$ cat src/rtl/gcfg_cfg.svh
// Offsets, field positions, reset values and timing of the graphics configuration header registers.
`ifndef GCFG_CFG_SVH
`define GCFG_CFG_SVH
// ----------------------------------------------------------------
// Register indices; the APB byte address is four times the index.
// ----------------------------------------------------------------
`define GCFG_IDX_HEADER_KIND 6'h0E
`define GCFG_IDX_SELF_TEST   6'h0F
`define GCFG_IDX_APERTURE    6'h10
`define GCFG_IDX_WINDOW      6'h14
`define GCFG_IDX_MAKER       6'h2C
`define GCFG_IDX_SUBSYS      6'h2E
// ----------------------------------------------------------------
// Field positions.
// ----------------------------------------------------------------
`define GCFG_AP_BASE_HI      31
`define GCFG_AP_BASE_LO      26
`define GCFG_AP_SIZE_BIT     25
`define GCFG_AP_PREF_BIT     3
`define GCFG_WIN_BASE_HI     31
`define GCFG_WIN_BASE_LO     19
`define GCFG_TEST_SUPP_BIT   7
// ----------------------------------------------------------------
// Reset and fixed values.
// ----------------------------------------------------------------
`define GCFG_VAL_HEADER_KIND 8'h00
`define GCFG_VAL_SELF_TEST   8'h00
`define GCFG_RST_AP_BASE     6'h00
`define GCFG_RST_AP_SIZE     1'b0
`define GCFG_RST_WIN_BASE    13'h0000
`define GCFG_RST_ID          16'h0000
`define GCFG_RST_WORD        32'h00000000
// ----------------------------------------------------------------
// Timing: read data is ready one cycle after the setup cycle.
// ----------------------------------------------------------------
`define GCFG_APB_WAIT_CYCLES 0
`endif

$ cat src/rtl/gcfg_pkg.sv
// Types shared by the graphics configuration header register bank.
package gcfg_pkg;

   typedef struct packed
   {
      logic        psel;
      logic        penable;
      logic        pwrite;
      logic [7:0]  paddr;
      logic [31:0] pwdata;
      logic [3:0]  pstrb;
   } gcfg_apb_req_t;

   typedef struct packed
   {
      logic        pready;
      logic [31:0] prdata;
      logic        pslverr;
   } gcfg_apb_rsp_t;

   typedef enum logic [6:0]
   {
      GCFG_SEL_NONE        = 7'b0000001,
      GCFG_SEL_HEADER_KIND = 7'b0000010,
      GCFG_SEL_SELF_TEST   = 7'b0000100,
      GCFG_SEL_APERTURE    = 7'b0001000,
      GCFG_SEL_WINDOW      = 7'b0010000,
      GCFG_SEL_MAKER       = 7'b0100000,
      GCFG_SEL_SUBSYS      = 7'b1000000
   } gcfg_sel_t;

endpackage : gcfg_pkg

$ cat src/rtl/gcfg_regs.sv
// Configuration header registers of the integrated graphics function, reached over APB.
//
// The APB slave port was left to the implementer.
`include "gcfg_cfg.svh"

// What this block does
// Header kind register reads 00h always and ignores writes.
// Self-test register bit 7 reads 0, no self test; bits 6:0 reserved.
// Aperture base bits 31:26 are stored and decode address bits 31:26.
// Aperture bit 25: select 0 reads 0 (64 MB); select 1 writable (32 MB).
// Aperture bits 24:4 read zero and ignore writes.
// Aperture bit 3 reads 1, prefetchable.
// Aperture bits 2:0 read 0: 32-bit memory-space decoder.
// Window base bits 31:19 are stored; a 512 KB window is decoded.
// Window bits 18:4 read zero and ignore writes.
// Window bits 3:0 read 0: not prefetchable, 32-bit memory space.
// Maker code resets to 0000h, takes one write, then locks until reset.
// Subsystem code resets to 0000h, locks after its first write until reset.
// Boot firmware should program both identity registers early during start-up.
// Writes to fixed or reserved bits are ignored; reserved bits read zero.
module gcfg_regs
(
   input  logic                    CLK,
   input  logic                    RST_B,
   input  logic                    CE,
   input  gcfg_pkg::gcfg_apb_req_t APB_REQ,
   output gcfg_pkg::gcfg_apb_rsp_t APB_RSP,
   input  logic                    APERTURE_SIZE_SELECT_SOURCE,
   input  logic [31:0]             MEM_ADDR,
   output logic                    APERTURE_HIT,
   output logic                    WINDOW_HIT
);
   import gcfg_pkg::*;

   // ----------------------------------------------------------------
   // Declarations.
   // ----------------------------------------------------------------
   gcfg_sel_t   sel;
   logic        setup_phase;
   logic        wr_access;
   logic [5:0]  ap_base_reg;
   logic [5:0]  ap_base_next;
   logic        ap_size_reg;
   logic        ap_size_next;
   logic [12:0] win_base_reg;
   logic [12:0] win_base_next;
   logic [15:0] maker_reg;
   logic [15:0] maker_next;
   logic        maker_lock_reg;
   logic        maker_lock_next;
   logic [15:0] subsys_reg;
   logic [15:0] subsys_next;
   logic        subsys_lock_reg;
   logic        subsys_lock_next;
   logic [31:0] rdata_reg;
   logic [31:0] rdata_next;
   logic        err_reg;
   logic        err_next;
   logic        ap_hit_reg;
   logic        ap_hit_next;
   logic        win_hit_reg;
   logic        win_hit_next;
   logic [31:0] ap_word;
   logic [31:0] win_word;

   // ----------------------------------------------------------------
   // Byte-lane merge of a 16-bit field.
   // ----------------------------------------------------------------
   function automatic logic [15:0] merge16
   (
      input logic [15:0] old_val,
      input logic [15:0] new_val,
      input logic [1:0]  strb
   );
      logic [15:0] res;
      res = old_val;
      if (strb[0])
      begin
         res[7:0] = new_val[7:0];
      end
      if (strb[1])
      begin
         res[15:8] = new_val[15:8];
      end
      return res;
   endfunction : merge16

   // ----------------------------------------------------------------
   // Address decode.
   // ----------------------------------------------------------------
   assign setup_phase = APB_REQ.psel & ~APB_REQ.penable;
   assign wr_access   = APB_REQ.psel & APB_REQ.penable & APB_REQ.pwrite;

   always_comb
   begin
      sel = GCFG_SEL_NONE;
      if (APB_REQ.paddr[1:0] == 2'h0)
      begin
         case (APB_REQ.paddr[7:2])
            `GCFG_IDX_HEADER_KIND: sel = GCFG_SEL_HEADER_KIND;
            `GCFG_IDX_SELF_TEST:   sel = GCFG_SEL_SELF_TEST;
            `GCFG_IDX_APERTURE:    sel = GCFG_SEL_APERTURE;
            `GCFG_IDX_WINDOW:      sel = GCFG_SEL_WINDOW;
            `GCFG_IDX_MAKER:       sel = GCFG_SEL_MAKER;
            `GCFG_IDX_SUBSYS:      sel = GCFG_SEL_SUBSYS;
            default:               sel = GCFG_SEL_NONE;
         endcase
      end
   end

   // ----------------------------------------------------------------
   // Read views of the two base registers.
   // ----------------------------------------------------------------
   always_comb
   begin
      ap_word = `GCFG_RST_WORD;
      ap_word[`GCFG_AP_BASE_HI:`GCFG_AP_BASE_LO] = ap_base_reg;
      ap_word[`GCFG_AP_SIZE_BIT] = ap_size_reg & APERTURE_SIZE_SELECT_SOURCE;
      ap_word[`GCFG_AP_PREF_BIT] = 1'b1;
      win_word = `GCFG_RST_WORD;
      win_word[`GCFG_WIN_BASE_HI:`GCFG_WIN_BASE_LO] = win_base_reg;
   end

   // ----------------------------------------------------------------
   // Register writes.
   // ----------------------------------------------------------------
   always_comb
   begin
      ap_base_next     = ap_base_reg;
      ap_size_next     = ap_size_reg;
      win_base_next    = win_base_reg;
      maker_next       = maker_reg;
      maker_lock_next  = maker_lock_reg;
      subsys_next      = subsys_reg;
      subsys_lock_next = subsys_lock_reg;
      if (wr_access)
      begin
         unique case (sel)
            GCFG_SEL_APERTURE:
            begin
               if (APB_REQ.pstrb[3])
               begin
                  ap_base_next = APB_REQ.pwdata[`GCFG_AP_BASE_HI:`GCFG_AP_BASE_LO];
                  if (APERTURE_SIZE_SELECT_SOURCE)
                  begin
                     ap_size_next = APB_REQ.pwdata[`GCFG_AP_SIZE_BIT];
                  end
               end
            end
            GCFG_SEL_WINDOW:
            begin
               if (APB_REQ.pstrb[3])
               begin
                  win_base_next[12:5] = APB_REQ.pwdata[31:24];
               end
               if (APB_REQ.pstrb[2])
               begin
                  win_base_next[4:0] = APB_REQ.pwdata[23:19];
               end
            end
            GCFG_SEL_MAKER:
            begin
               // Any write locks, even one with no byte enabled.
               if (!maker_lock_reg)
               begin
                  maker_next      = merge16(maker_reg, APB_REQ.pwdata[15:0], APB_REQ.pstrb[1:0]);
                  maker_lock_next = 1'b1;
               end
            end
            GCFG_SEL_SUBSYS:
            begin
               if (!subsys_lock_reg)
               begin
                  subsys_next      = merge16(subsys_reg, APB_REQ.pwdata[15:0], APB_REQ.pstrb[1:0]);
                  subsys_lock_next = 1'b1;
               end
            end
            GCFG_SEL_HEADER_KIND, GCFG_SEL_SELF_TEST, GCFG_SEL_NONE:
            begin
               // Fixed registers take no writes.
               ap_base_next = ap_base_reg;
            end
            default:
            begin
               ap_base_next = ap_base_reg;
            end
         endcase
      end
   end

   always_ff @(posedge CLK or negedge RST_B)
   begin
      if (!RST_B)
      begin
         ap_base_reg     <= `GCFG_RST_AP_BASE;
         ap_size_reg     <= `GCFG_RST_AP_SIZE;
         win_base_reg    <= `GCFG_RST_WIN_BASE;
         maker_reg       <= `GCFG_RST_ID;
         maker_lock_reg  <= 1'b0;
         subsys_reg      <= `GCFG_RST_ID;
         subsys_lock_reg <= 1'b0;
      end
      else if (CE)
      begin
         ap_base_reg     <= ap_base_next;
         ap_size_reg     <= ap_size_next;
         win_base_reg    <= win_base_next;
         maker_reg       <= maker_next;
         maker_lock_reg  <= maker_lock_next;
         subsys_reg      <= subsys_next;
         subsys_lock_reg <= subsys_lock_next;
      end
   end

   // ----------------------------------------------------------------
   // Read data and error, captured in the setup cycle.
   // ----------------------------------------------------------------
   // Capturing at setup keeps the data output registered at no cost in wait states.
   always_comb
   begin
      rdata_next = rdata_reg;
      err_next   = err_reg;
      if (setup_phase)
      begin
         err_next   = (sel == GCFG_SEL_NONE);
         rdata_next = `GCFG_RST_WORD;
         unique case (sel)
            GCFG_SEL_HEADER_KIND:
            begin
               rdata_next[7:0] = `GCFG_VAL_HEADER_KIND;
            end
            GCFG_SEL_SELF_TEST:
            begin
               rdata_next[7:0] = `GCFG_VAL_SELF_TEST;
               rdata_next[`GCFG_TEST_SUPP_BIT] = 1'b0;
            end
            GCFG_SEL_APERTURE:
            begin
               rdata_next = ap_word;
            end
            GCFG_SEL_WINDOW:
            begin
               rdata_next = win_word;
            end
            GCFG_SEL_MAKER:
            begin
               rdata_next[15:0] = maker_reg;
            end
            GCFG_SEL_SUBSYS:
            begin
               rdata_next[15:0] = subsys_reg;
            end
            GCFG_SEL_NONE:
            begin
               rdata_next = `GCFG_RST_WORD;
            end
            default:
            begin
               rdata_next = `GCFG_RST_WORD;
            end
         endcase
      end
   end

   always_ff @(posedge CLK or negedge RST_B)
   begin
      if (!RST_B)
      begin
         rdata_reg <= `GCFG_RST_WORD;
         err_reg   <= 1'b0;
      end
      else if (CE)
      begin
         rdata_reg <= rdata_next;
         err_reg   <= err_next;
      end
   end

   // ----------------------------------------------------------------
   // Memory decode of the aperture and the register window.
   // ----------------------------------------------------------------
   always_comb
   begin
      ap_hit_next = (MEM_ADDR[`GCFG_AP_BASE_HI:`GCFG_AP_BASE_LO] == ap_base_reg);
      if (APERTURE_SIZE_SELECT_SOURCE)
      begin
         ap_hit_next = ap_hit_next & (MEM_ADDR[`GCFG_AP_SIZE_BIT] == ap_size_reg);
      end
      win_hit_next = (MEM_ADDR[`GCFG_WIN_BASE_HI:`GCFG_WIN_BASE_LO] == win_base_reg);
   end

   always_ff @(posedge CLK or negedge RST_B)
   begin
      if (!RST_B)
      begin
         ap_hit_reg  <= 1'b0;
         win_hit_reg <= 1'b0;
      end
      else if (CE)
      begin
         ap_hit_reg  <= ap_hit_next;
         win_hit_reg <= win_hit_next;
      end
   end

   // ----------------------------------------------------------------
   // Outputs.
   // ----------------------------------------------------------------
   // A frozen clock enable also holds pready low so no access completes unseen.
   assign APB_RSP.pready  = APB_REQ.psel & APB_REQ.penable & CE;
   assign APB_RSP.prdata  = rdata_reg;
   assign APB_RSP.pslverr = APB_REQ.psel & APB_REQ.penable & err_reg;
   assign APERTURE_HIT    = ap_hit_reg;
   assign WINDOW_HIT      = win_hit_reg;

endmodule : gcfg_regs

$ cat config.mk
export PLATFORM = sky130hd
export DESIGN_NAME = gcfg_regs
export DESIGN_NICKNAME = d
export VERILOG_FILES = /design/src/rtl/gcfg_pkg.sv /design/src/rtl/gcfg_regs.sv
export VERILOG_INCLUDE_DIRS = /design/src /design/src/rtl
export SDC_FILE = /design/constraint.sdc
export NUM_CORES = 1
export LEC_CHECK = 0
export ABC_AREA = 0
export BUFFER_PORTS_ARGS = -buffer_cell sky130_fd_sc_hd__buf_2
export CELL_PAD_IN_SITES_DETAIL_PLACEMENT = 1
export CELL_PAD_IN_SITES_GLOBAL_PLACEMENT = 1
export CORE_MARGIN = 5
export CORE_UTILIZATION = 36
export CTS_CLUSTER_DIAMETER = 60
export CTS_CLUSTER_SIZE = 10
export DETAILED_ROUTE_END_ITERATION = 10
export HOLD_SLACK_MARGIN = 0.05
export PLACE_DENSITY_LB_ADDON = 0.1
export RECOVER_POWER = 100
export SKIP_LAST_GASP = 1
export SYNTH_ARGS = -nofsm -noshare
export SYNTH_HDL_FRONTEND = slang
export SYNTH_SLANG_ARGS = --single-unit
$ cat constraint.sdc
create_clock -name CLK -period 1.4 [get_ports CLK]
set_input_delay 0.07 -clock CLK [delete_from_list [all_inputs] [get_ports CLK]]
set_output_delay 0.07 -clock CLK [all_outputs]
set_load 0.01 [all_outputs]
==> results.yml <==
sta:
  skew_ns: 0.0159
  setup_violations: 0
  maxSlewViolCount: 0
  fmax_mhz: 757
  hold_violations: 0
  min_period_over_period_pct: 94.3
  timing.slew.headroom_pct: 62.6
  worst_slew_pin_slew_ns: 0.562
  period_needed_ns: 1.32
  rsz0062_at_grt: "false"
cells_and_area:
  syn_to_final_growth_pct: 33.1
  layout-drive-gt1-share_pct: 35.0
  diodes: 0
  final_core_util_pct: 49.0
  largest_reg_flops: 29
  nets: 524
  stdcell_area_mm2: 0.00505
global_route:
  antenna_found_initial: 0
  grt_max_degree: 43
  first_global_vias: 3245
  grt_pass1_wl_um: 16600
  grt_usage_pct: 16.7
  overflow: 0
power_and_ir_drop:
  total_power_mw: 4.77
  power_frac_comb_pct: 8.2
  internal_power_mw: 3.63
  power.switching_mw: 1.15
  leakage_nw: 2.50
  pwr-share-clk_pct: 39.3
  powerDensity_mw_per_mm2: 944
  swShare_pct: 24.0
  p_seq_share_pct: 52.4
  ir_worst_vdd_uv: 422
clock_network:
  clk_path_buf_depth: 2
  root_buffer: "clkbuf_8"
  clk_latency_ns: 0.35
  numCtsBuffers: 9
  clkSinkCount: 86
  cts_tree: "yes"
  htreeDepth: 3
  clk_pin_slew_ns: 0.09
logic_synthesis:
  async_flop_share_pct: 100
  synth_area_per_cell_um2: 13.0
  yosysWarnings: 0
  seq_area_frac_synth_pct: 56.7
  synth.cell_area_mm2: 0.00380
  synth_edf_count: 0
  yosysTopAreaCellShare_pct: 56.7
  synthMostInstantiatedCell: "dfrtp_1"
  ys_seq_elements: 86
  yosys.area.top_type: "dfrtp_1"
  yosys-top-cells-count: "dfrtp_1 (86), mux2_2 (52), nand2_1 (24), mux2i_1 (22), o21ai_0 (22)"
  synth_area_leaders: "dfrtp_1 (57%), mux2_2 (15%), mux2i_1 (5.8%)"
  netlist_instances: 293
  synth.distinct_cells: 41
  yosys_most_used_dff: "dfrtp_1"
floorplanning:
  coreArea_mm2: 0.0103
  dieArea_mm2: 0.0127
  start_util_pct: 36.8
  std_cell_rows: 37
  die_w_um: 113
  pin_count: 119
  die_h_um: 113
run_status:
  status: "finished clean"
setup_path:
  reg2reg_from: "subsys_lock_reg$_DFFE_PN0P_"
  worstReg2RegEnd: "subsys_reg[8]$_DFFE_PN0P_"
  worstPathRequired_ns: 1.64
  crit_fanout: 5
  crit_type: "in -> reg"
  endpoint_kind: "register"
  cp-start-kind: "input pin"
  ff2ff_path_depth: 3
  cp.arrival_ns: 1.56
  reg2reg_slack_ns: 0.09
route:
  avgRoutedWirePerCell_um: 17.3
  avgViaCountPerCell: 4.87
  wirelength_um: 10100
  firstDrtPassIters: 7
  drc: 0
  ant_nets: 0
  drt-initial-drc-count: 63
  via_count: 2834
placed_design:
  dp_hpwl_um: 7430
  gp_congestion: 0.773
  io_buffer_count: 93
  placed_area_mm2: 0.00461
hold_path:
  hold_start: "MEM_ADDR[25]"
  worstHoldPathCells: 4
  min_to: "WINDOW_HIT$_DFFE_PN0P_"
  hold_path.class: "in -> reg"
run:
  drv_cap: 0
[worst max-delay path by stage]
stage                 from                     endpoint  slack, ns  cells after the start
5_1_grt        APB_REQ[42]     maker_reg[6]$_DFFE_PN0P_       0.02                      6
3_3_place_gp   APB_REQ[37]   ap_base_reg[0]$_DFFE_PN0P_      -0.34                      5
6_report       APB_REQ[42]  win_base_reg[2]$_DFFE_PN0P_       0.08                      6
3_5_place_dp   APB_REQ[37]   ap_base_reg[2]$_DFFE_PN0P_      -0.41                      5
2_1_floorplan  APB_REQ[37]   ap_base_reg[0]$_DFFE_PN0P_      -0.10                      4
4_1_cts        APB_REQ[37]  win_base_reg[2]$_DFFE_PN0P_      -0.01                      5
[power by group through the flow]
stage,combinational [mW],clock [mW],sequential [mW]
after floorplan,0.113,0,2.55
after global placement,0.343,0,2.55
after detailed placement,0.346,0,2.55
after CTS,0.413,1.95,2.50
after global routing,0.437,2.07,2.51
final,0.392,1.88,2.50
[layout make-up]
| cell class | instances | area (µm²) |
|---|---|---|
| clock buffer | 11 | 151 |
| clock inverter | 5 | 66.3 |
| inverter | 2 | 7.51 |
| multi-input combinational | 195 | 1610 |
| timing repair buffer | 147 | 902 |
| fill | 1134 | 5270 |
| sequential | 86 | 2150 |
| tap | 136 | 170 |
[per-stage QoR]
step	setup TNS (ns)	cells	hold WS (ns)	worst slack (ns)
final	0	582	0.0755	0.0797
after global routing	0	582	0.0632	0.0233
after CTS	-0.0423	581	0.0588	-0.0101
after detailed placement	-17.12	535	-0.0143	-0.413
after global placement	-14.77	535	-0.0126	-0.341
after floorplan	-3.02	295	-0.226	-0.101
[cell families after synthesis]
kind of cell / synth area share [%]
compound gates: 6.00
xor+xnor: 4.61
flops: 56.7
other cells: 0.0988
mux: 21.2
buf+inv: 1.75
simple gates: 9.65
[critical path: stages]
cell and delay [ns]:
clkbuf_1 0.11, or3b_2 0.50, nor3b_1 0.21, buf_4 0.19, nand3_2 0.15, mux2_2 0.32
[repair_timing]
item,in CTS,in global routing
hold buffers,30,0
endpoints found under the hold margin,138,0
setup buffers,0,1
endpoints found under the setup margin,6,36
cloned,0,0
gates resized for setup,1,3
pin swaps,1,4
[routing by layer]
layer	GRT usage, %	up-vias	part of all wire, %
met5	0	-	0
met2	29.2	75	50
met1	20.2	1406	43
met4	5.21	0	1.5
met3	4.17	11	5.9
li1	-	1342	-
[cells in the final DEF, fill, tap and decap left out, types with 5 or more instances in the layout]
master	instances
nand2_1	24
dfrtp_1	86
a32o_1	6
o21ai_0	22
mux2_2	52
nor2_1	6
clkbuf_8	11
buf_2	56
xor2_1	15
clkbuf_1	40
dlygate4sd3_1	30
mux2i_1	22
xnor2_1	5
buf_4	13
No activity file was read; power rests on OpenSTA's default activity.
